--- src/stp_pkg.sv ---
// Constants and types for the port state and snoop trap block
package stp_pkg;
  // Register word indices (byte address is four times the index)
  localparam logic [2:0] REG_GLOBAL = 3'h0;
  localparam logic [2:0] REG_PORT_ONE = 3'h1;
  localparam logic [2:0] REG_PORT_TWO = 3'h2;
  localparam logic [2:0] REG_STATUS = 3'h3;
  // Field positions
  localparam int BIT_MLD_EN = 13;
  localparam int BIT_MLD_OPT = 12;
  localparam int BIT_TX_EN = 2;
  localparam int BIT_RX_EN = 1;
  localparam int BIT_LEARN_DIS = 0;
  localparam int ST_P1_LSB = 0;
  localparam int ST_P2_LSB = 2;
  localparam int ST_IGMP_LSB = 8;
  localparam int ST_MLD_LSB = 16;
  // Reset values
  localparam logic [15:0] GLOBAL_RST = 16'h0000;
  localparam logic [15:0] PORT_RST = 16'h0006;
  // Port numbering and masks
  localparam logic [1:0] PORT_ONE = 2'h0;
  localparam logic [1:0] PORT_TWO = 2'h1;
  localparam logic [1:0] PORT_HOST = 2'h2;
  localparam logic [2:0] MASK_HOST = 3'h4;
  localparam logic [2:0] MASK_NONE = 3'h0;
  // Frame field codes
  localparam logic [15:0] ETH_IPV4 = 16'h0800;
  localparam logic [15:0] ETH_IPV6 = 16'h86DD;
  localparam logic [15:0] ETH_MAX_LEN = 16'h05DC;
  localparam logic [3:0] IP_VER4 = 4'h4;
  localparam logic [7:0] PROTO_IGMP = 8'h02;
  localparam logic [7:0] IP6_MCAST = 8'hFF;
  localparam logic [7:0] HOP_ONE = 8'h01;
  localparam logic [7:0] NH_HBH = 8'h00;
  localparam logic [7:0] NH_ICMP = 8'h01;
  localparam logic [7:0] NH_ICMP6 = 8'h3A;
  localparam logic [7:0] NH_ROUTE = 8'h2B;
  localparam logic [7:0] NH_FRAG = 8'h2C;
  localparam logic [7:0] NH_ESP = 8'h32;
  localparam logic [7:0] NH_AUTH = 8'h33;
  localparam logic [7:0] NH_DEST = 8'h3C;
  // Decoded spanning tree class of a port
  typedef enum logic [1:0] {
    STP_CLOSED = 2'b00,
    STP_LEARN = 2'b01,
    STP_FORWARD = 2'b10,
    STP_OTHER = 2'b11
  } stp_class_t;
  typedef enum logic [0:0] {
    STP_BUS_IDLE = 1'b0,
    STP_BUS_ACK = 1'b1
  } stp_bus_t;
endpackage

--- src/stp_hdr_if.sv ---
// Header fields and snoop results between the top and the classifier
`timescale 1ns/10ps
interface stp_hdr_if;
  logic [15:0] length_type;
  logic snap_ok;
  logic [15:0] snap_type;
  logic [3:0] ip_ver;
  logic [7:0] ip_proto;
  logic [7:0] ip6_dst_top;
  logic [7:0] hop_limit;
  logic [7:0] next_hdr;
  logic [7:0] hbh_next_hdr;
  logic mld_en;
  logic mld_opt;
  logic igmp_hit;
  logic mld_hit;
  modport cls (input length_type, snap_ok, snap_type, ip_ver, ip_proto, ip6_dst_top,
    hop_limit, next_hdr, hbh_next_hdr, mld_en, mld_opt, output igmp_hit, mld_hit);
  modport top (output length_type, snap_ok, snap_type, ip_ver, ip_proto, ip6_dst_top,
    hop_limit, next_hdr, hbh_next_hdr, mld_en, mld_opt, input igmp_hit, mld_hit);
endinterface

--- src/stp_port_state_and_snoop_trap.sv ---
// Spanning tree port gating, snoop trapping and register slave
//
// Design decisions made here: the Avalon-MM slave port and the register addresses.
`timescale 1ns/10ps
// Functional notes
// - Host port is the processor attachment point
// - Ports one, two: three bits select state
// - Closed port: only processor traffic, no learning, override only
// - Listening/learning: only processor traffic passes
// - Learning disable zero enables learning while closed
// - Forwarding state: normal traffic, learning active
// - IGMP frames from ports one, two with receive enabled go to host port only
// - IGMP: IPv4 ether or SNAP, version 4, proto 2
// - Static multicast hit limits to listed ports
// - MLD enable bit 13, option bit 12
// - Option adds headers 43,44,50,51,60
module stp_port_state_and_snoop_trap (
  input wire logic clock_in,
  input wire logic rst_in,
  input wire logic [2:0] avs_address_in,
  input wire logic avs_read_in,
  input wire logic avs_write_in,
  input wire logic [31:0] avs_writedata_in,
  input wire logic [3:0] avs_byteenable_in,
  output logic [31:0] avs_readdata_out,
  output logic avs_waitrequest_out,
  input wire logic hdr_valid_in,
  input wire logic [1:0] src_port_in,
  input wire logic [15:0] length_type_in,
  input wire logic snap_ok_in,
  input wire logic [15:0] snap_type_in,
  input wire logic [3:0] ip_ver_in,
  input wire logic [7:0] ip_proto_in,
  input wire logic [7:0] ip6_dst_top_in,
  input wire logic [7:0] hop_limit_in,
  input wire logic [7:0] next_hdr_in,
  input wire logic [7:0] hbh_next_hdr_in,
  input wire logic static_hit_in,
  input wire logic static_override_in,
  input wire logic [2:0] static_ports_in,
  input wire logic [2:0] lookup_ports_in,
  output logic dec_valid_out,
  output logic [2:0] dest_ports_out,
  output logic learn_out,
  output logic trap_out
);
  function automatic stp_pkg::stp_class_t port_class(input logic [15:0] ctrl);
    logic [2:0] b;
    b = {ctrl[stp_pkg::BIT_TX_EN], ctrl[stp_pkg::BIT_RX_EN], ctrl[stp_pkg::BIT_LEARN_DIS]};
    case (b)
      3'h1: port_class = stp_pkg::STP_CLOSED;
      3'h0: port_class = stp_pkg::STP_LEARN;
      3'h6: port_class = stp_pkg::STP_FORWARD;
      default: port_class = stp_pkg::STP_OTHER;
    endcase
  endfunction

  ////////////////////////////////////////////////////////////////////////////
  // Register slave
  stp_pkg::stp_bus_t bus_ff, nxt_bus;
  logic [15:0] glob_ff, nxt_glob;
  logic [15:0] p1_ff, nxt_p1;
  logic [15:0] p2_ff, nxt_p2;
  logic [31:0] rdata_ff, nxt_rdata;
  logic wait_ff, nxt_wait;
  logic [7:0] igmp_cnt_ff, nxt_igmp_cnt;
  logic [7:0] mld_cnt_ff, nxt_mld_cnt;
  logic req;
  logic [31:0] status;

  function automatic logic [15:0] merge16(input logic [15:0] old, input logic [31:0] wd,
    input logic [3:0] be);
    merge16 = {be[1] ? wd[15:8] : old[15:8], be[0] ? wd[7:0] : old[7:0]};
  endfunction

  always_comb begin
    req = avs_read_in || avs_write_in;
    status = 32'h0000_0000;
    status[stp_pkg::ST_P1_LSB +: 2] = port_class(p1_ff);
    status[stp_pkg::ST_P2_LSB +: 2] = port_class(p2_ff);
    status[stp_pkg::ST_IGMP_LSB +: 8] = igmp_cnt_ff;
    status[stp_pkg::ST_MLD_LSB +: 8] = mld_cnt_ff;
    nxt_bus = bus_ff;
    nxt_wait = 1'b1;
    nxt_rdata = rdata_ff;
    nxt_glob = glob_ff;
    nxt_p1 = p1_ff;
    nxt_p2 = p2_ff;
    case (bus_ff)
      stp_pkg::STP_BUS_IDLE: begin
        if (req) begin
          // One wait cycle keeps read data off a combinational path
          nxt_bus = stp_pkg::STP_BUS_ACK;
          nxt_wait = 1'b0;
          case (avs_address_in)
            stp_pkg::REG_GLOBAL: nxt_rdata = {16'h0000, glob_ff};
            stp_pkg::REG_PORT_ONE: nxt_rdata = {16'h0000, p1_ff};
            stp_pkg::REG_PORT_TWO: nxt_rdata = {16'h0000, p2_ff};
            stp_pkg::REG_STATUS: nxt_rdata = status;
            default: nxt_rdata = 32'h0000_0000;
          endcase
        end
      end
      stp_pkg::STP_BUS_ACK: begin
        nxt_bus = stp_pkg::STP_BUS_IDLE;
        if (avs_write_in) begin
          case (avs_address_in)
            stp_pkg::REG_GLOBAL:
              nxt_glob = merge16(glob_ff, avs_writedata_in, avs_byteenable_in);
            stp_pkg::REG_PORT_ONE:
              nxt_p1 = merge16(p1_ff, avs_writedata_in, avs_byteenable_in);
            stp_pkg::REG_PORT_TWO:
              nxt_p2 = merge16(p2_ff, avs_writedata_in, avs_byteenable_in);
            default: nxt_glob = glob_ff;
          endcase
        end
      end
      default: nxt_bus = stp_pkg::STP_BUS_IDLE;
    endcase
  end

  always_ff @(posedge clock_in or posedge rst_in) begin
    if (rst_in) begin
      bus_ff <= stp_pkg::STP_BUS_IDLE;
      wait_ff <= 1'b1;
      rdata_ff <= 32'h0000_0000;
      glob_ff <= stp_pkg::GLOBAL_RST;
      p1_ff <= stp_pkg::PORT_RST;
      p2_ff <= stp_pkg::PORT_RST;
    end else begin
      bus_ff <= nxt_bus;
      wait_ff <= nxt_wait;
      rdata_ff <= nxt_rdata;
      glob_ff <= nxt_glob;
      p1_ff <= nxt_p1;
      p2_ff <= nxt_p2;
    end
  end

  assign avs_readdata_out = rdata_ff;
  assign avs_waitrequest_out = wait_ff;

  ////////////////////////////////////////////////////////////////////////////
  // Snoop classifier
  stp_hdr_if hif ();
  assign hif.length_type = length_type_in;
  assign hif.snap_ok = snap_ok_in;
  assign hif.snap_type = snap_type_in;
  assign hif.ip_ver = ip_ver_in;
  assign hif.ip_proto = ip_proto_in;
  assign hif.ip6_dst_top = ip6_dst_top_in;
  assign hif.hop_limit = hop_limit_in;
  assign hif.next_hdr = next_hdr_in;
  assign hif.hbh_next_hdr = hbh_next_hdr_in;
  assign hif.mld_en = glob_ff[stp_pkg::BIT_MLD_EN];
  assign hif.mld_opt = glob_ff[stp_pkg::BIT_MLD_OPT];

  stp_snoop_cls u_cls (
    .hif(hif)
  );

  ////////////////////////////////////////////////////////////////////////////
  // Forwarding decision
  logic val_ff, nxt_val;
  logic [2:0] dest_ff, nxt_dest;
  logic learn_ff, nxt_learn;
  logic trap_ff, nxt_trap;
  logic [1:0] tx_en;
  logic [1:0] rx_en;
  logic [1:0] lrn_dis;
  logic src_host;
  logic src_rx;
  logic src_lrn_dis;
  logic trap;
  logic [2:0] base;
  logic [2:0] gated;

  assign tx_en = {p2_ff[stp_pkg::BIT_TX_EN], p1_ff[stp_pkg::BIT_TX_EN]};
  assign rx_en = {p2_ff[stp_pkg::BIT_RX_EN], p1_ff[stp_pkg::BIT_RX_EN]};
  assign lrn_dis = {p2_ff[stp_pkg::BIT_LEARN_DIS], p1_ff[stp_pkg::BIT_LEARN_DIS]};

  // Egress to a closed port is only allowed for frames from the processor
  genvar gp;
  generate
    for (gp = 0; gp < 2; gp++) begin : g_egress
      assign gated[gp] = base[gp] && (src_port_in != 2'(gp)) &&
        (tx_en[gp] || src_host);
    end
  endgenerate
  assign gated[2] = base[2] && !src_host;

  always_comb begin
    src_host = (src_port_in == stp_pkg::PORT_HOST);
    src_rx = src_host || ((src_port_in == stp_pkg::PORT_ONE) ? rx_en[0] : rx_en[1]);
    src_lrn_dis = !src_host &&
      ((src_port_in == stp_pkg::PORT_ONE) ? lrn_dis[0] : lrn_dis[1]);
    trap = !src_host && (hif.igmp_hit || hif.mld_hit);
    // Static entry overrides the learned or flooded set
    base = static_hit_in ? static_ports_in : lookup_ports_in;
    nxt_val = hdr_valid_in;
    nxt_trap = 1'b0;
    nxt_learn = 1'b0;
    nxt_dest = dest_ff;
    if (hdr_valid_in) begin
      nxt_learn = !src_lrn_dis;
      if (!src_rx) begin
        // Closed port still delivers override entries to the host
        nxt_dest = (static_hit_in && static_override_in && static_ports_in[2]) ?
          stp_pkg::MASK_HOST : stp_pkg::MASK_NONE;
      end else if (trap) begin
        nxt_dest = stp_pkg::MASK_HOST;
        nxt_trap = 1'b1;
      end else begin
        nxt_dest = gated;
      end
    end
  end

  always_comb begin
    nxt_igmp_cnt = igmp_cnt_ff;
    nxt_mld_cnt = mld_cnt_ff;
    if (hdr_valid_in && src_rx && trap) begin
      if (hif.igmp_hit) begin
        nxt_igmp_cnt = igmp_cnt_ff + 8'h01;
      end else begin
        nxt_mld_cnt = mld_cnt_ff + 8'h01;
      end
    end
  end

  always_ff @(posedge clock_in or posedge rst_in) begin
    if (rst_in) begin
      val_ff <= 1'b0;
      dest_ff <= 3'h0;
      learn_ff <= 1'b0;
      trap_ff <= 1'b0;
      igmp_cnt_ff <= 8'h00;
      mld_cnt_ff <= 8'h00;
    end else begin
      val_ff <= nxt_val;
      dest_ff <= nxt_dest;
      learn_ff <= nxt_learn;
      trap_ff <= nxt_trap;
      igmp_cnt_ff <= nxt_igmp_cnt;
      mld_cnt_ff <= nxt_mld_cnt;
    end
  end

  assign dec_valid_out = val_ff;
  assign dest_ports_out = dest_ff;
  assign learn_out = learn_ff;
  assign trap_out = trap_ff;
endmodule

--- src/stp_snoop_cls.sv ---
// Classifier that spots IGMP and IPv6 MLD control frames
`timescale 1ns/10ps
module stp_snoop_cls (
  stp_hdr_if.cls hif
);
  function automatic logic is_mld_nh(input logic [7:0] nh);
    is_mld_nh = (nh == stp_pkg::NH_ICMP) || (nh == stp_pkg::NH_ICMP6);
  endfunction

  function automatic logic is_ext_nh(input logic [7:0] nh);
    is_ext_nh = (nh == stp_pkg::NH_ROUTE) || (nh == stp_pkg::NH_FRAG) ||
      (nh == stp_pkg::NH_ESP) || (nh == stp_pkg::NH_AUTH) || (nh == stp_pkg::NH_DEST);
  endfunction

  logic is_ip4;
  logic is_ip6;
  logic hbh;
  logic nh_match;

  always_comb begin
    // Ethernet-type IPv4 or 802.3 SNAP carrying IPv4
    is_ip4 = (hif.length_type == stp_pkg::ETH_IPV4) ||
      ((hif.length_type <= stp_pkg::ETH_MAX_LEN) && hif.snap_ok &&
      (hif.snap_type == stp_pkg::ETH_IPV4));
    hif.igmp_hit = is_ip4 && (hif.ip_ver == stp_pkg::IP_VER4) &&
      (hif.ip_proto == stp_pkg::PROTO_IGMP);
    is_ip6 = (hif.length_type == stp_pkg::ETH_IPV6) &&
      (hif.ip6_dst_top == stp_pkg::IP6_MCAST) && (hif.hop_limit == stp_pkg::HOP_ONE);
    hbh = (hif.next_hdr == stp_pkg::NH_HBH);
    nh_match = is_mld_nh(hif.next_hdr) || (hbh && is_mld_nh(hif.hbh_next_hdr));
    if (hif.mld_opt) begin
      // Extension headers only trap when the option is on
      nh_match = nh_match || is_ext_nh(hif.next_hdr) || (hbh && is_ext_nh(hif.hbh_next_hdr));
    end
    // Enable gates every MLD hit; option alone never traps
    hif.mld_hit = hif.mld_en && is_ip6 && nh_match;
  end
endmodule

--- config.mk ---
export PLATFORM = sky130hd
export DESIGN_NAME = stp_port_state_and_snoop_trap
export DESIGN_NICKNAME = d
export VERILOG_FILES = /design/src/stp_pkg.sv /design/src/stp_hdr_if.sv /design/src/stp_port_state_and_snoop_trap.sv /design/src/stp_snoop_cls.sv
export SDC_FILE = /design/constraint.sdc
export NUM_CORES = 1
export LEC_CHECK = 0
export BUFFER_PORTS_ARGS = -buffer_cell sky130_fd_sc_hd__buf_2
export CAP_MARGIN = 15
export CORE_MARGIN = 2
export CORE_UTILIZATION = 44
export DETAILED_ROUTE_END_ITERATION = 12
export GPL_TIMING_DRIVEN = 0
export PLACE_DENSITY = 0.71
export SETUP_SLACK_MARGIN = 0.02
export SLEW_MARGIN = 25
export SYNTH_ARGS = -nofsm -noshare
export SYNTH_HDL_FRONTEND = slang
export SYNTH_SLANG_ARGS = --single-unit
--- constraint.sdc ---
create_clock -name clock_in -period 3.3 [get_ports clock_in]
set_clock_uncertainty 0.15 [all_clocks]
set_input_delay 0.165 -clock clock_in [delete_from_list [all_inputs] [get_ports clock_in]]
set_output_delay 0.165 -clock clock_in [all_outputs]
set_load 0.005 [all_outputs]
==> flow_metrics.py, run 1 <==
metrics = {
    "drt": {
        "drtIter0Drc": 171,
        "avgRoutedWirePerCell_um": 16.4,
        "wl_um": 11700,
        "antenna_left": 0,
        "avgViaCountPerCell": 5.41,
        "drc": 0,
        "num_vias": 3859,
        "drt_first_pass_iters": 4,
    },
    "synth": {
        "synth-edff-count": 0,
        "avgSynthCellArea_um2": 12.3,
        "syn_area_um2": 4780,
        "yosysWarnings": 0,
        "ys_seq_area_share_pct": 50.4,
        "synth_ff_type": "dfrtp_1",
        "synth_top_cell_area_share_pct": 47.6,
        "synth.distinct_cells": 61,
        "yosys.area.top_type": "dfrtp_1",
        "synthArstFlopShare_pct": 100,
        "netlist_instances": 388,
        "ys_ff_latch": 96,
        "synth.area.top_cells": "dfrtp_1 48%, mux2_2 10%, mux4_2 4.2%",
    },
    "clocking": {
        "cts.sinks": 96,
        "ctsHtreeMaxLevel": 3,
        "path_clk_slew_ps": 90,
        "cts_setup_buffers": 0,
        "cts_tree": "built",
        "clock_latency_ps": 370,
        "ctsResizeCount": 0,
        "clockBufferDepth": 2,
        "cts_buffers": 9,
        "hold_buffers": 20,
        "clock-root-buffer": "clkbuf_8",
    },
    "critical_path": {
        "worst_path_max_delay_cell": "dfstp_2",
        "crit_path_end_kind": "flip-flop",
        "cp.arrival_ps": 2400,
        "crit_chain": "nand2b_1, o211ai_1, or2_1, buf_8, a2111oi_4, nand4_1, xnor2_1",
        "crit_required_ps": 3410,
        "start_kind": "flip-flop",
        "slowest_delay_ps": 580,
        "worst-setup-path-type": "reg2reg",
        "crit_fanout": 10,
    },
    "floorplanning": {
        "die_h_um": 108,
        "initial_utilization_pct": 44.7,
        "die-area_um2": 11700,
        "rows": 38,
        "die_x_um": 108,
        "core_area_um2": 10700,
        "io_pins": 170,
    },
    "timing": {
        "worst_pin_slew_ps": 860,
        "min_period_ps": 2290,
        "rsz0062_at_grt": "no",
        "drv_slew": 0,
        "max_freq_mhz": 436,
        "finalSetupViolCount": 0,
        "fin_crit_sh_pct": 69.5,
        "fin_ws_ps": 1010,
        "relSlewSlack_pct": 42.5,
        "finalSetupTns_ps": 0,
        "hold_violations": 0,
    },
    "layout": {
        "synthToLayoutAreaGrowth_pct": 27.7,
        "layout.nets": 701,
        "diodes": 0,
        "final_cells": 713,
        "drive_gt1_share_pct": 41.9,
        "fillers": 926,
    },
    "outcome": {
        "outcome": "complete, no violations",
    },
    "global_routing": {
        "grt_pass1_vias": 3789,
        "grt_max_degree": 65,
        "overflow": 0,
        "grt_pass1_wl_um": 18800,
        "antenna_found_initial": 0,
        "globalRouteTotalUtil_pct": 20.7,
    },
    "placement": {
        "dp_hpwl_um": 8910,
        "place_inst": 677,
        "dp_slack_ps": 1020,
        "io_buffers": 141,
        "gp_congestion": 0.813,
    },
    "worst_hold_path": {
        "hp-class": "in2reg",
    },
    "pwr": {
        "power_leakage_nw": 2.92,
        "power.density_nw_per_um2": 437,
        "irDropWorstVdd_uv": 300,
    },
    "run": {
        "max_cap_viol_count": 0,
    },
}
-- stage by stage --
step / hold WS, ps / power [mW] / cell area [um2] / util [%]
4_1_cts: 15.8 / 2.69 / 6100 / 57.1
3_3_place_gp: 227 / 1.93 / 5690 / 53.2
5_1_grt: 52.7 / 2.80 / 6100 / 57.1
2_1_floorplan: 46.4 / 1.75 / 4810 / -
3_5_place_dp: 17.6 / 1.97 / 5720 / 53.5
6_report: 20.1 / 2.67 / 6100 / 57.1
-- worst paths after layout --
check	slack (ps)	start	cells after the start	endpoint
max	1010	p2_ff[1]	7	igmp_cnt_ff[7]
min	20	hop_limit_in[2]	5	trap_out
max reg2reg	1010	p2_ff[1]	7	igmp_cnt_ff[7]
min reg2reg	330	mld_cnt_ff[7]	1	mld_cnt_ff[7]
max in group asynchronous	2190	rst_in	4	p1_ff[1]
min in group asynchronous	170	rst_in	3	avs_readdata_out[20]
-- synthesized netlist by cell type (2+ instances only) --
library cell,n
o21ai_0,9
nor3b_1,2
nor2_1,16
buf_2,2
a21oi_1,7
or3_1,2
nor4bb_1,2
mux2_2,43
or2_1,2
nand2_1,24
xnor2_1,6
clkbuf_1,9
nand3_1,11
nand3b_1,2
dfstp_2,5
nand4_1,10
and4b_1,2
nor2b_1,5
ha_1,2
nor4_2,2
dfrtp_1,91
mux2_1,7
buf_4,8
or4_1,2
and4_1,2
o211ai_1,2
nor4_1,6
inv_1,4
a22o_1,23
xor2_1,8
nor3_1,13
nand4b_1,3
nor4b_1,6
o21bai_1,2
mux4_2,9
nand2b_1,6
mux2i_1,9
-- logic make-up after synthesis --
logic type	after synthesis	share of synthesized area, %
flops	96	50.4
simple gates	126	15.8
other cells	1	0.0784
xor+xnor	14	2.56
buf+inv	24	2.80
mux	68	17.9
compound gates	57	9.97
fa+ha+maj	2	0.523
-- power by group --
group / switching, mW / leakage [nW] / internal (mW)
Clock: 0.411 / 0.0845 / 0.295
Combinational: 0.220 / 1.58 / 0.295
Sequential: 0.100 / 1.26 / 1.35
-- critical path, delay by kind of cell (launching register included) --
family / cells / cell delay (ps)
buf+inv: 1 / 160
flops: 1 / 580
simple gates: 3 / 610
xor+xnor: 1 / 160
compound gates: 2 / 520
-- sequential cells by signal, summed over array words and instances (netlist names) --
register	count
learn_out	1
avs_waitrequest_out	1
p1_ff	16
glob_ff	16
trap_out	1
igmp_cnt_ff	8
dec_valid_out	1
mld_cnt_ff	8
bus_ff	1
p2_ff	16
dest_ports_out	3
avs_readdata_out	24
-- per-layer routing --
layer / global-route usage, % / routed length, um / share of wire, %
met1: 27.2 / 5070 / 43
met3: 4.46 / 685 / 5.9
met5: 0 / 0 / 0
met2: 34.6 / 5710 / 49
met4: 5.95 / 223 / 1.9
-- placed cells by master, fill, tap and decap left out, types with 7 or more instances in the layout --
| cell | instances |
|---|---|
| mux2_2 | 43 |
| a21oi_1 | 7 |
| nand2_1 | 24 |
| mux2_1 | 7 |
| buf_2 | 143 |
| clkbuf_1 | 9 |
| nor3_1 | 13 |
| conb_1 | 8 |
| nor2_1 | 16 |
| nand4_1 | 10 |
| mux2i_1 | 9 |
| clkbuf_8 | 10 |
| xor2_1 | 8 |
| dlygate4sd3_1 | 20 |
| nand3_1 | 11 |
| mux4_2 | 9 |
| dfrtp_1 | 91 |
| o21ai_0 | 9 |
| a22o_1 | 23 |
| buf_4 | 8 |
-- layout make-up --
cell class	count	area, um2	share of cell area (%)
Sequential cell	96	2410	39.5
Multi-Input combinational cell	275	2260	37.1
Clock buffer	10	138	2.26
Inverter	4	20.0	0.328
Clock inverter	6	45.0	0.738
Tap cell	140	175	2.87
Timing Repair Buffer	162	933	15.3
Buffer	20	119	1.95
Power figures use the tool's default switching activity.
==> run 2, diff against run 1 <==
--- a/config.mk
+++ b/config.mk
@@ -11,7 +11,7 @@
 export CORE_UTILIZATION = 44
 export DETAILED_ROUTE_END_ITERATION = 12
 export GPL_TIMING_DRIVEN = 0
-export PLACE_DENSITY = 0.71
+export PLACE_DENSITY = 0.74
 export SETUP_SLACK_MARGIN = 0.02
 export SLEW_MARGIN = 25
 export SYNTH_ARGS = -nofsm -noshare
==> constraint.sdc (replaced) <==
create_clock -name clock_in -period 1.9 [get_ports clock_in]
set_clock_uncertainty 0.15 [all_clocks]
set_input_delay 0.095 -clock clock_in [delete_from_list [all_inputs] [get_ports clock_in]]
set_output_delay 0.095 -clock clock_in [all_outputs]
set_load 0.005 [all_outputs]
==> run 2 against run 1 <==
Die area stayed put. Largest cell class is now multi-input combinational cells. First-iteration DRC count is 2.3% higher. Setup slack worse by 1200 ps. Fmax is 7.6% higher. The run now ends with hold timing, setup timing left. Critical path depth stayed put. Count of clock-buffer cells in the layout stayed put. Critical path type unchanged. Combinational power is 98% higher. Design area is 7.9% higher. Worst hold slack worse by 28 ps. Global-route usage is 1.7 points higher. Sequential power is 72% higher.
==> flow_metrics.py, run 2 (same netlist as run 1, synthesis figures left out) <==
metrics = {
    "outcome": {
        "outcome": "complete, but fails checks",
        "failed_checks": "hold timing, setup timing",
    },
    "timing": {
        "relSlewSlack_pct": 60.8,
        "finalSetupViolCount": 14,
        "hold_violations": 1,
        "rsz0062_at_grt": "yes",
        "whs_ps": -8.33,
        "fin_ws_ps": -230,
        "max_freq_mhz": 469,
        "fin_crit_sh_pct": 112,
        "drv_slew": 0,
        "min_period_ps": 2130,
        "worst_pin_slew_ps": 588,
    },
    "critical_path": {
        "crit_chain": "nand2b_4, o211ai_1, or2_1, buf_8, buf_4, a211oi_4, mux2_4",
        "crit_required_ps": 2010,
        "slowest_delay_ps": 540,
        "worst-setup-path-type": "reg2reg",
        "crit_family": "flip-flops",
        "worst_path_max_delay_cell": "dfstp_2",
        "start_kind": "flip-flop",
        "crit_fanout": 4,
        "path_buf_inv": 2,
        "cp.arrival_ps": 2240,
        "crit_path_end_kind": "flip-flop",
    },
    "clocking": {
        "cts_buffers": 9,
        "clockBufferDepth": 2,
        "cts_tree": "built",
        "ctsHtreeMaxLevel": 3,
        "clock-root-buffer": "clkbuf_8",
        "cts.sinks": 96,
        "path_clk_slew_ps": 100,
        "clock_latency_ps": 360,
    },
    "pwr": {
        "power_leakage_nw": 3.20,
        "irDropWorstVdd_uv": 504,
        "switchingPower_mw": 1.31,
        "power_mw": 5.12,
        "power_switching_share_pct": 25.6,
        "clockPowerShare_pct": 31.1,
        "pwr-share-seq_pct": 48.9,
        "combPwrFrac_pct": 20.0,
        "power.density_nw_per_um2": 778,
        "p_int_mw": 3.81,
    },
    "layout": {
        "most-common-layout-cells": "143 x buf_2, 91 x dfrtp_1, 43 x mux2_2, 25 x dlygate4sd3_1, 24 x nand2_1",
        "diodes": 0,
        "drive_gt1_share_pct": 47.8,
        "layout.nets": 724,
        "final_common_cell": "buf_2",
        "synthToLayoutAreaGrowth_pct": 37.7,
        "largest_reg_flops": 24,
    },
    "run": {
        "max_cap_viol_count": 0,
    },
    "worst_hold_path": {
        "hp-class": "in2reg",
    },
    "floorplanning": {
        "die_x_um": 108,
        "rows": 38,
        "die_h_um": 108,
        "initial_utilization_pct": 44.7,
        "core_area_um2": 10700,
        "die-area_um2": 11700,
        "io_pins": 170,
    },
    "global_routing": {
        "grt_max_degree": 34,
        "antenna_found_initial": 0,
        "grt_pass1_wl_um": 20400,
        "overflow": 0,
        "globalRouteTotalUtil_pct": 22.4,
        "grt_pass1_vias": 4139,
    },
    "drt": {
        "drt_first_pass_iters": 4,
        "avgRoutedWirePerCell_um": 16.9,
        "antenna_left": 0,
        "wl_um": 12500,
        "drtIter0Drc": 175,
        "drc": 0,
        "num_vias": 3982,
        "avgViaCountPerCell": 5.41,
    },
    "placement": {
        "dp_hpwl_um": 9000,
        "io_buffers": 141,
        "gp_congestion": 0.888,
    },
}
==> run 2: changes by cell type in the layout (fill, tap and decap cells not counted), moves of 3 or more <==
| cell | before | now |
|---|---|---|
| buf_12 | 0 | 3 |
| nor2_4 | 0 | 7 |
| buf_4 | 8 | 23 |
| nor2_1 | 16 | 8 |
| nor3_1 | 13 | 9 |
| clkbuf_2 | 0 | 3 |
| bufinv_16 | 0 | 3 |
| dlygate4sd3_1 | 20 | 25 |
| clkbuf_1 | 9 | 5 |
| nor3_4 | 1 | 5 |
==> run 2: cell type report <==
| class | instances | area [um2] |
|---|---|---|
| Sequential cell | 96 | 2410 |
| Inverter | 4 | 18.8 |
| Timing Repair Buffer | 187 | 1180 |
| Clock buffer | 10 | 128 |
| Buffer | 18 | 115 |
| Fill cell | 850 | 4110 |
| Tap cell | 140 | 175 |
| Multi-Input combinational cell | 275 | 2450 |
| Clock inverter | 6 | 113 |
==> run 2: per-stage QoR <==
| stage | area [um2] | util (%) | TNS, ps | setup WS (ps) | instances |
|---|---|---|---|---|---|
| finish | 6590 | 61.6 | -2020 | -230 | 736 |
| global route | 6590 | 61.6 | -3410 | -321 | 736 |
| CTS | 6490 | 60.7 | -2070 | -274 | 733 |
| detailed placement | 5770 | 53.9 | -11980 | -390 | 679 |
| global placement | 5700 | 53.3 | -12930 | -330 | 676 |
| floorplan | 4820 | - | -459 | -107 | 395 |
==> run 2: path summary, 6_finish.rpt <==
check | slack [ps] | depth (start not counted) | from | end
max in group asynchronous | 840 | 5 | rst_in | avs_readdata_out[11]
worst min-delay path | -8 | 3 | avs_address_in[2] | avs_readdata_out[14]
worst max register to register | -230 | 7 | p2_ff[1] | igmp_cnt_ff[1]
worst max-delay path | -230 | 7 | p2_ff[1] | igmp_cnt_ff[1]
min in group asynchronous | 110 | 3 | rst_in | learn_out
worst min register to register | 330 | 1 | mld_cnt_ff[7] | mld_cnt_ff[7]
==> run 2: tightest hold or removal path, stage by stage <==
cell,delay [ps]
buf_2,130
nor2_2,70
a22o_1,170
==> run 2: power groups by stage <==
stage	registers [mW]	logic, mW	clock network, mW
6_report	2.50	1.02	1.59
5_1_grt	2.54	1.12	1.71
4_1_cts	2.50	0.999	1.63
3_5_place_dp	2.54	0.877	0
3_3_place_gp	2.53	0.827	0
2_1_floorplan	2.50	0.539	0
==> run 2: repair_timing <==
| item | in CTS | in global routing |
|---|---|---|
| hold buffers | 25 | 0 |
| pin swaps | 12 | 18 |
| endpoints found under the setup margin | 68 | 58 |
| endpoints found under the hold margin | 117 | 0 |
| buffers inserted | 15 | 6 |
| gates cloned | 0 | 0 |
| resized for setup | 27 | 17 |
==> run 2: metal layers <==
layer / up-vias / track usage, % / share of wire [%]
met3: 18 / 3.92 / 5.7
met1: 1991 / 29.6 / 43
met5: - / 0 / 0
li1: 1865 / - / -
met4: 0 / 6.50 / 1.7
met2: 108 / 37.9 / 49
==> run 3, diff against run 2 <==
--- a/config.mk
+++ b/config.mk
@@ -5,13 +5,14 @@
 export SDC_FILE = /design/constraint.sdc
 export NUM_CORES = 1
 export LEC_CHECK = 0
+export ABC_AREA = 1
 export BUFFER_PORTS_ARGS = -buffer_cell sky130_fd_sc_hd__buf_2
 export CAP_MARGIN = 15
 export CORE_MARGIN = 2
 export CORE_UTILIZATION = 44
 export DETAILED_ROUTE_END_ITERATION = 12
 export GPL_TIMING_DRIVEN = 0
-export PLACE_DENSITY = 0.74
+export PLACE_DENSITY = 0.7
 export SETUP_SLACK_MARGIN = 0.02
 export SLEW_MARGIN = 25
 export SYNTH_ARGS = -nofsm -noshare
==> constraint.sdc (replaced) <==
create_clock -name clock_in -period 2.6 [get_ports clock_in]
set_clock_uncertainty 0.15 [all_clocks]
set_input_delay 0.13 -clock clock_in [delete_from_list [all_inputs] [get_ports clock_in]]
set_output_delay 0.13 -clock clock_in [all_outputs]
set_load 0.005 [all_outputs]
==> run 3 against run 2 <==
Synthesized cell count increased by 81%. Largest power group unchanged. Critical endpoint is now avs_readdata_out[2]. First-iteration DRC count increased by 88%. Cell count increased by 40%. The run now ends clean. Count of clock-buffer cells in the layout increased by 3. Power decreased by 26%. Largest cell class is now flip-flops and latches. Die area increased by 8.5%. Combinational power decreased by 37%. Via count increased by 26%. Highest routed layer unchanged. Fmax increased by 14%. Sequential cell count unchanged. Sequential power decreased by 25%.
==> flow_metrics.py, run 3 <==
metrics = {
    "pwr": {
        "power_switching_share_pct": 27.6,
        "combPwrFrac_pct": 17.0,
        "clockPowerShare_pct": 33.6,
        "irDropWorstVdd_uv": 455,
        "power_leakage_nw": 3.59,
        "p_int_mw": 2.75,
        "pwr-share-seq_pct": 49.4,
        "power.density_nw_per_um2": 568,
        "switchingPower_mw": 1.05,
    },
    "synth": {
        "netlist_instances": 703,
        "synthArstFlopShare_pct": 100,
        "yosysWarnings": 0,
        "synth_ff_type": "dfrtp_1",
        "avgSynthCellArea_um2": 7.40,
        "yosys.area.top_type": "dfrtp_1",
        "synth.area.top_cells": "dfrtp_1 44%, nand2_1 16%, inv_1 6.7%",
        "synth_most_common_cell": "nand2_1",
        "synth-edff-count": 0,
        "synth.distinct_cells": 42,
        "ys_seq_area_share_pct": 46.3,
        "synth_top_cell_area_share_pct": 43.8,
        "synth_top_cells_by_count": "221 x nand2_1, 93 x inv_1, 91 x dfrtp_1",
        "syn_area_um2": 5200,
        "ys_ff_latch": 96,
    },
    "layout": {
        "synthToLayoutAreaGrowth_pct": 28.3,
        "most-common-layout-cells": "221 x nand2_1, 149 x buf_2, 92 x inv_1, 91 x dfrtp_1, 73 x nor2_1",
        "final_common_cell": "nand2_1",
        "drive_gt1_share_pct": 23.2,
        "diodes": 0,
        "layout.nets": 1019,
        "largest_reg_flops": 24,
    },
    "drt": {
        "drt_first_pass_iters": 5,
        "antenna_left": 0,
        "avgRoutedWirePerCell_um": 12.8,
        "num_vias": 5025,
        "avgViaCountPerCell": 4.86,
        "wl_um": 13200,
        "drc": 0,
        "drtIter0Drc": 329,
    },
    "timing": {
        "max_freq_mhz": 537,
        "hold_violations": 0,
        "fin_crit_sh_pct": 71.7,
        "finalSetupViolCount": 0,
        "whs_ps": 15.9,
        "relSlewSlack_pct": 60.0,
        "drv_slew": 0,
        "finalSetupTns_ps": 0,
        "rsz0062_at_grt": "no",
        "min_period_ps": 1860,
        "worst_pin_slew_ps": 597,
    },
    "critical_path": {
        "worst-setup-path-type": "reg2reg",
        "crit_required_ps": 2730,
        "start_kind": "flip-flop",
        "crit_family": "buffers and inverters",
        "slowest_delay_ps": 460,
        "crit_top_cell": "nand2_1",
        "path_buf_inv": 3,
        "crit_chain": "inv_1, o21ai_0, buf_2, buf_1, nand2_1, nand2_1",
        "cp.arrival_ps": 1990,
        "crit_fanout": 10,
        "worst_path_max_delay_cell": "buf_1",
        "crit_path_end_kind": "flip-flop",
    },
    "global_routing": {
        "grt_max_degree": 32,
        "grt_pass1_wl_um": 22700,
        "overflow": 0,
        "globalRouteTotalUtil_pct": 22.0,
        "grt_pass1_vias": 4930,
        "antenna_found_initial": 0,
    },
    "floorplanning": {
        "die_x_um": 113,
        "rows": 39,
        "die-area_um2": 12700,
        "die_h_um": 113,
        "initial_utilization_pct": 45.4,
        "io_pins": 170,
        "core_area_um2": 11500,
    },
    "clocking": {
        "ctsHtreeMaxLevel": 3,
        "clock_latency_ps": 340,
        "cts.sinks": 96,
        "ctsResizeCount": 0,
        "clockBufferDepth": 2,
        "cts_tree": "built",
        "path_clk_slew_ps": 60,
        "clock-root-buffer": "clkbuf_16",
        "cts_buffers": 9,
    },
    "placement": {
        "gp_congestion": 0.840,
        "dp_hpwl_um": 10100,
        "io_buffers": 143,
    },
    "worst_hold_path": {
        "hp-class": "in2reg",
    },
    "run": {
        "max_cap_viol_count": 0,
    },
    "outcome": {
        "outcome": "complete, no violations",
    },
}
## run 3: cell types whose count changed after synthesis, sizes merged, moves of 6 or more
| cell | change |
|---|---|
| a21oi | +11 |
| mux4 | -9 |
| nor4b | -7 |
| a22o | -22 |
| nand4 | +15 |
| mux2 | -50 |
| nand2b | -6 |
| nand3 | +23 |
| nand2 | +200 |
| nor2 | +61 |
| inv | +95 |
| o21ai | +47 |
| mux2i | -7 |
## run 3: final timing paths
check | slack, ps | endpoint | cells past startpoint | from
worst max-delay path | 740 | avs_readdata_out[2] | 6 | bus_ff
worst min-delay path | 20 | dest_ports_out[2] | 3 | static_override_in
worst max register to register | 740 | avs_readdata_out[2] | 6 | bus_ff
worst min register to register | 330 | avs_readdata_out[5] | 2 | avs_readdata_out[5]
max in group asynchronous | 1550 | p1_ff[2] | 4 | rst_in
min in group asynchronous | 200 | avs_readdata_out[6] | 3 | rst_in
## run 3: routing by layer
layer  wire length [um]  part of all wire [%]  track usage [%]
met1               6100                    46             29.6
met2               6140                    47             36.8
met3                828                   6.3             5.25
met4                125                  0.95             4.55
met5                  0                     0                0
## run 3: per-stage QoR
stage / util [%] / area, um2 / std cells / power, mW / setup slack [ps]
floorplan: - / 5240 / 710 / 2.23 / 937
global placement: 53.5 / 6130 / 996 / 2.49 / 510
detailed placement: 54.0 / 6200 / 999 / 2.52 / 738
CTS: 58.3 / 6680 / 1034 / 3.84 / 713
global route: 58.3 / 6680 / 1034 / 4.04 / 562
finish: 58.3 / 6680 / 1034 / 3.80 / 736
## run 3: cells by family (layout without fill, tap and decap cells)
family,Yosys count,count (layout),share of synthesized area [%]
AND/OR/NAND/NOR,386,386,32.8
buffers and inverters,123,304,9.69
flip-flops,96,96,46.3
AO/OA/AOI/OAI,85,85,8.94
XOR/XNOR,8,8,1.35
adder cells (fa/ha/maj),2,2,0.481
multiplexers,2,2,0.385
other,1,8,0.0720
## run 3: worst reg2reg max path: stages (launching register included)
cell	delay, ps
dfrtp_1	410
inv_1	100
o21ai_0	160
buf_2	300
buf_1	460
nand2_1	120
nand2_1	100
## run 3: cell type report
cell class / count / area, um2
clock buffer: 13 / 270
buffer: 22 / 120
timing repair buffer: 165 / 973
fill: 1116 / 4790
inverter: 101 / 388
clock inverter: 3 / 22.5
sequential: 96 / 2410
tap: 143 / 179
multi-input combinational: 491 / 2320
## run 3: repair_timing
item | in CTS | in global routing
endpoints found under the hold margin | 144 | 0
buffers inserted | 0 | 0
hold buffers | 19 | 0
## run 3: power by group through the flow
stage / Clock (mW) / Combinational (mW) / Sequential, mW
final: 1.28 / 0.645 / 1.88
after global routing: 1.39 / 0.750 / 1.90
after global placement: 0 / 0.601 / 1.89
after floorplan: 0 / 0.366 / 1.86
after detailed placement: 0 / 0.626 / 1.90
after CTS: 1.31 / 0.652 / 1.87
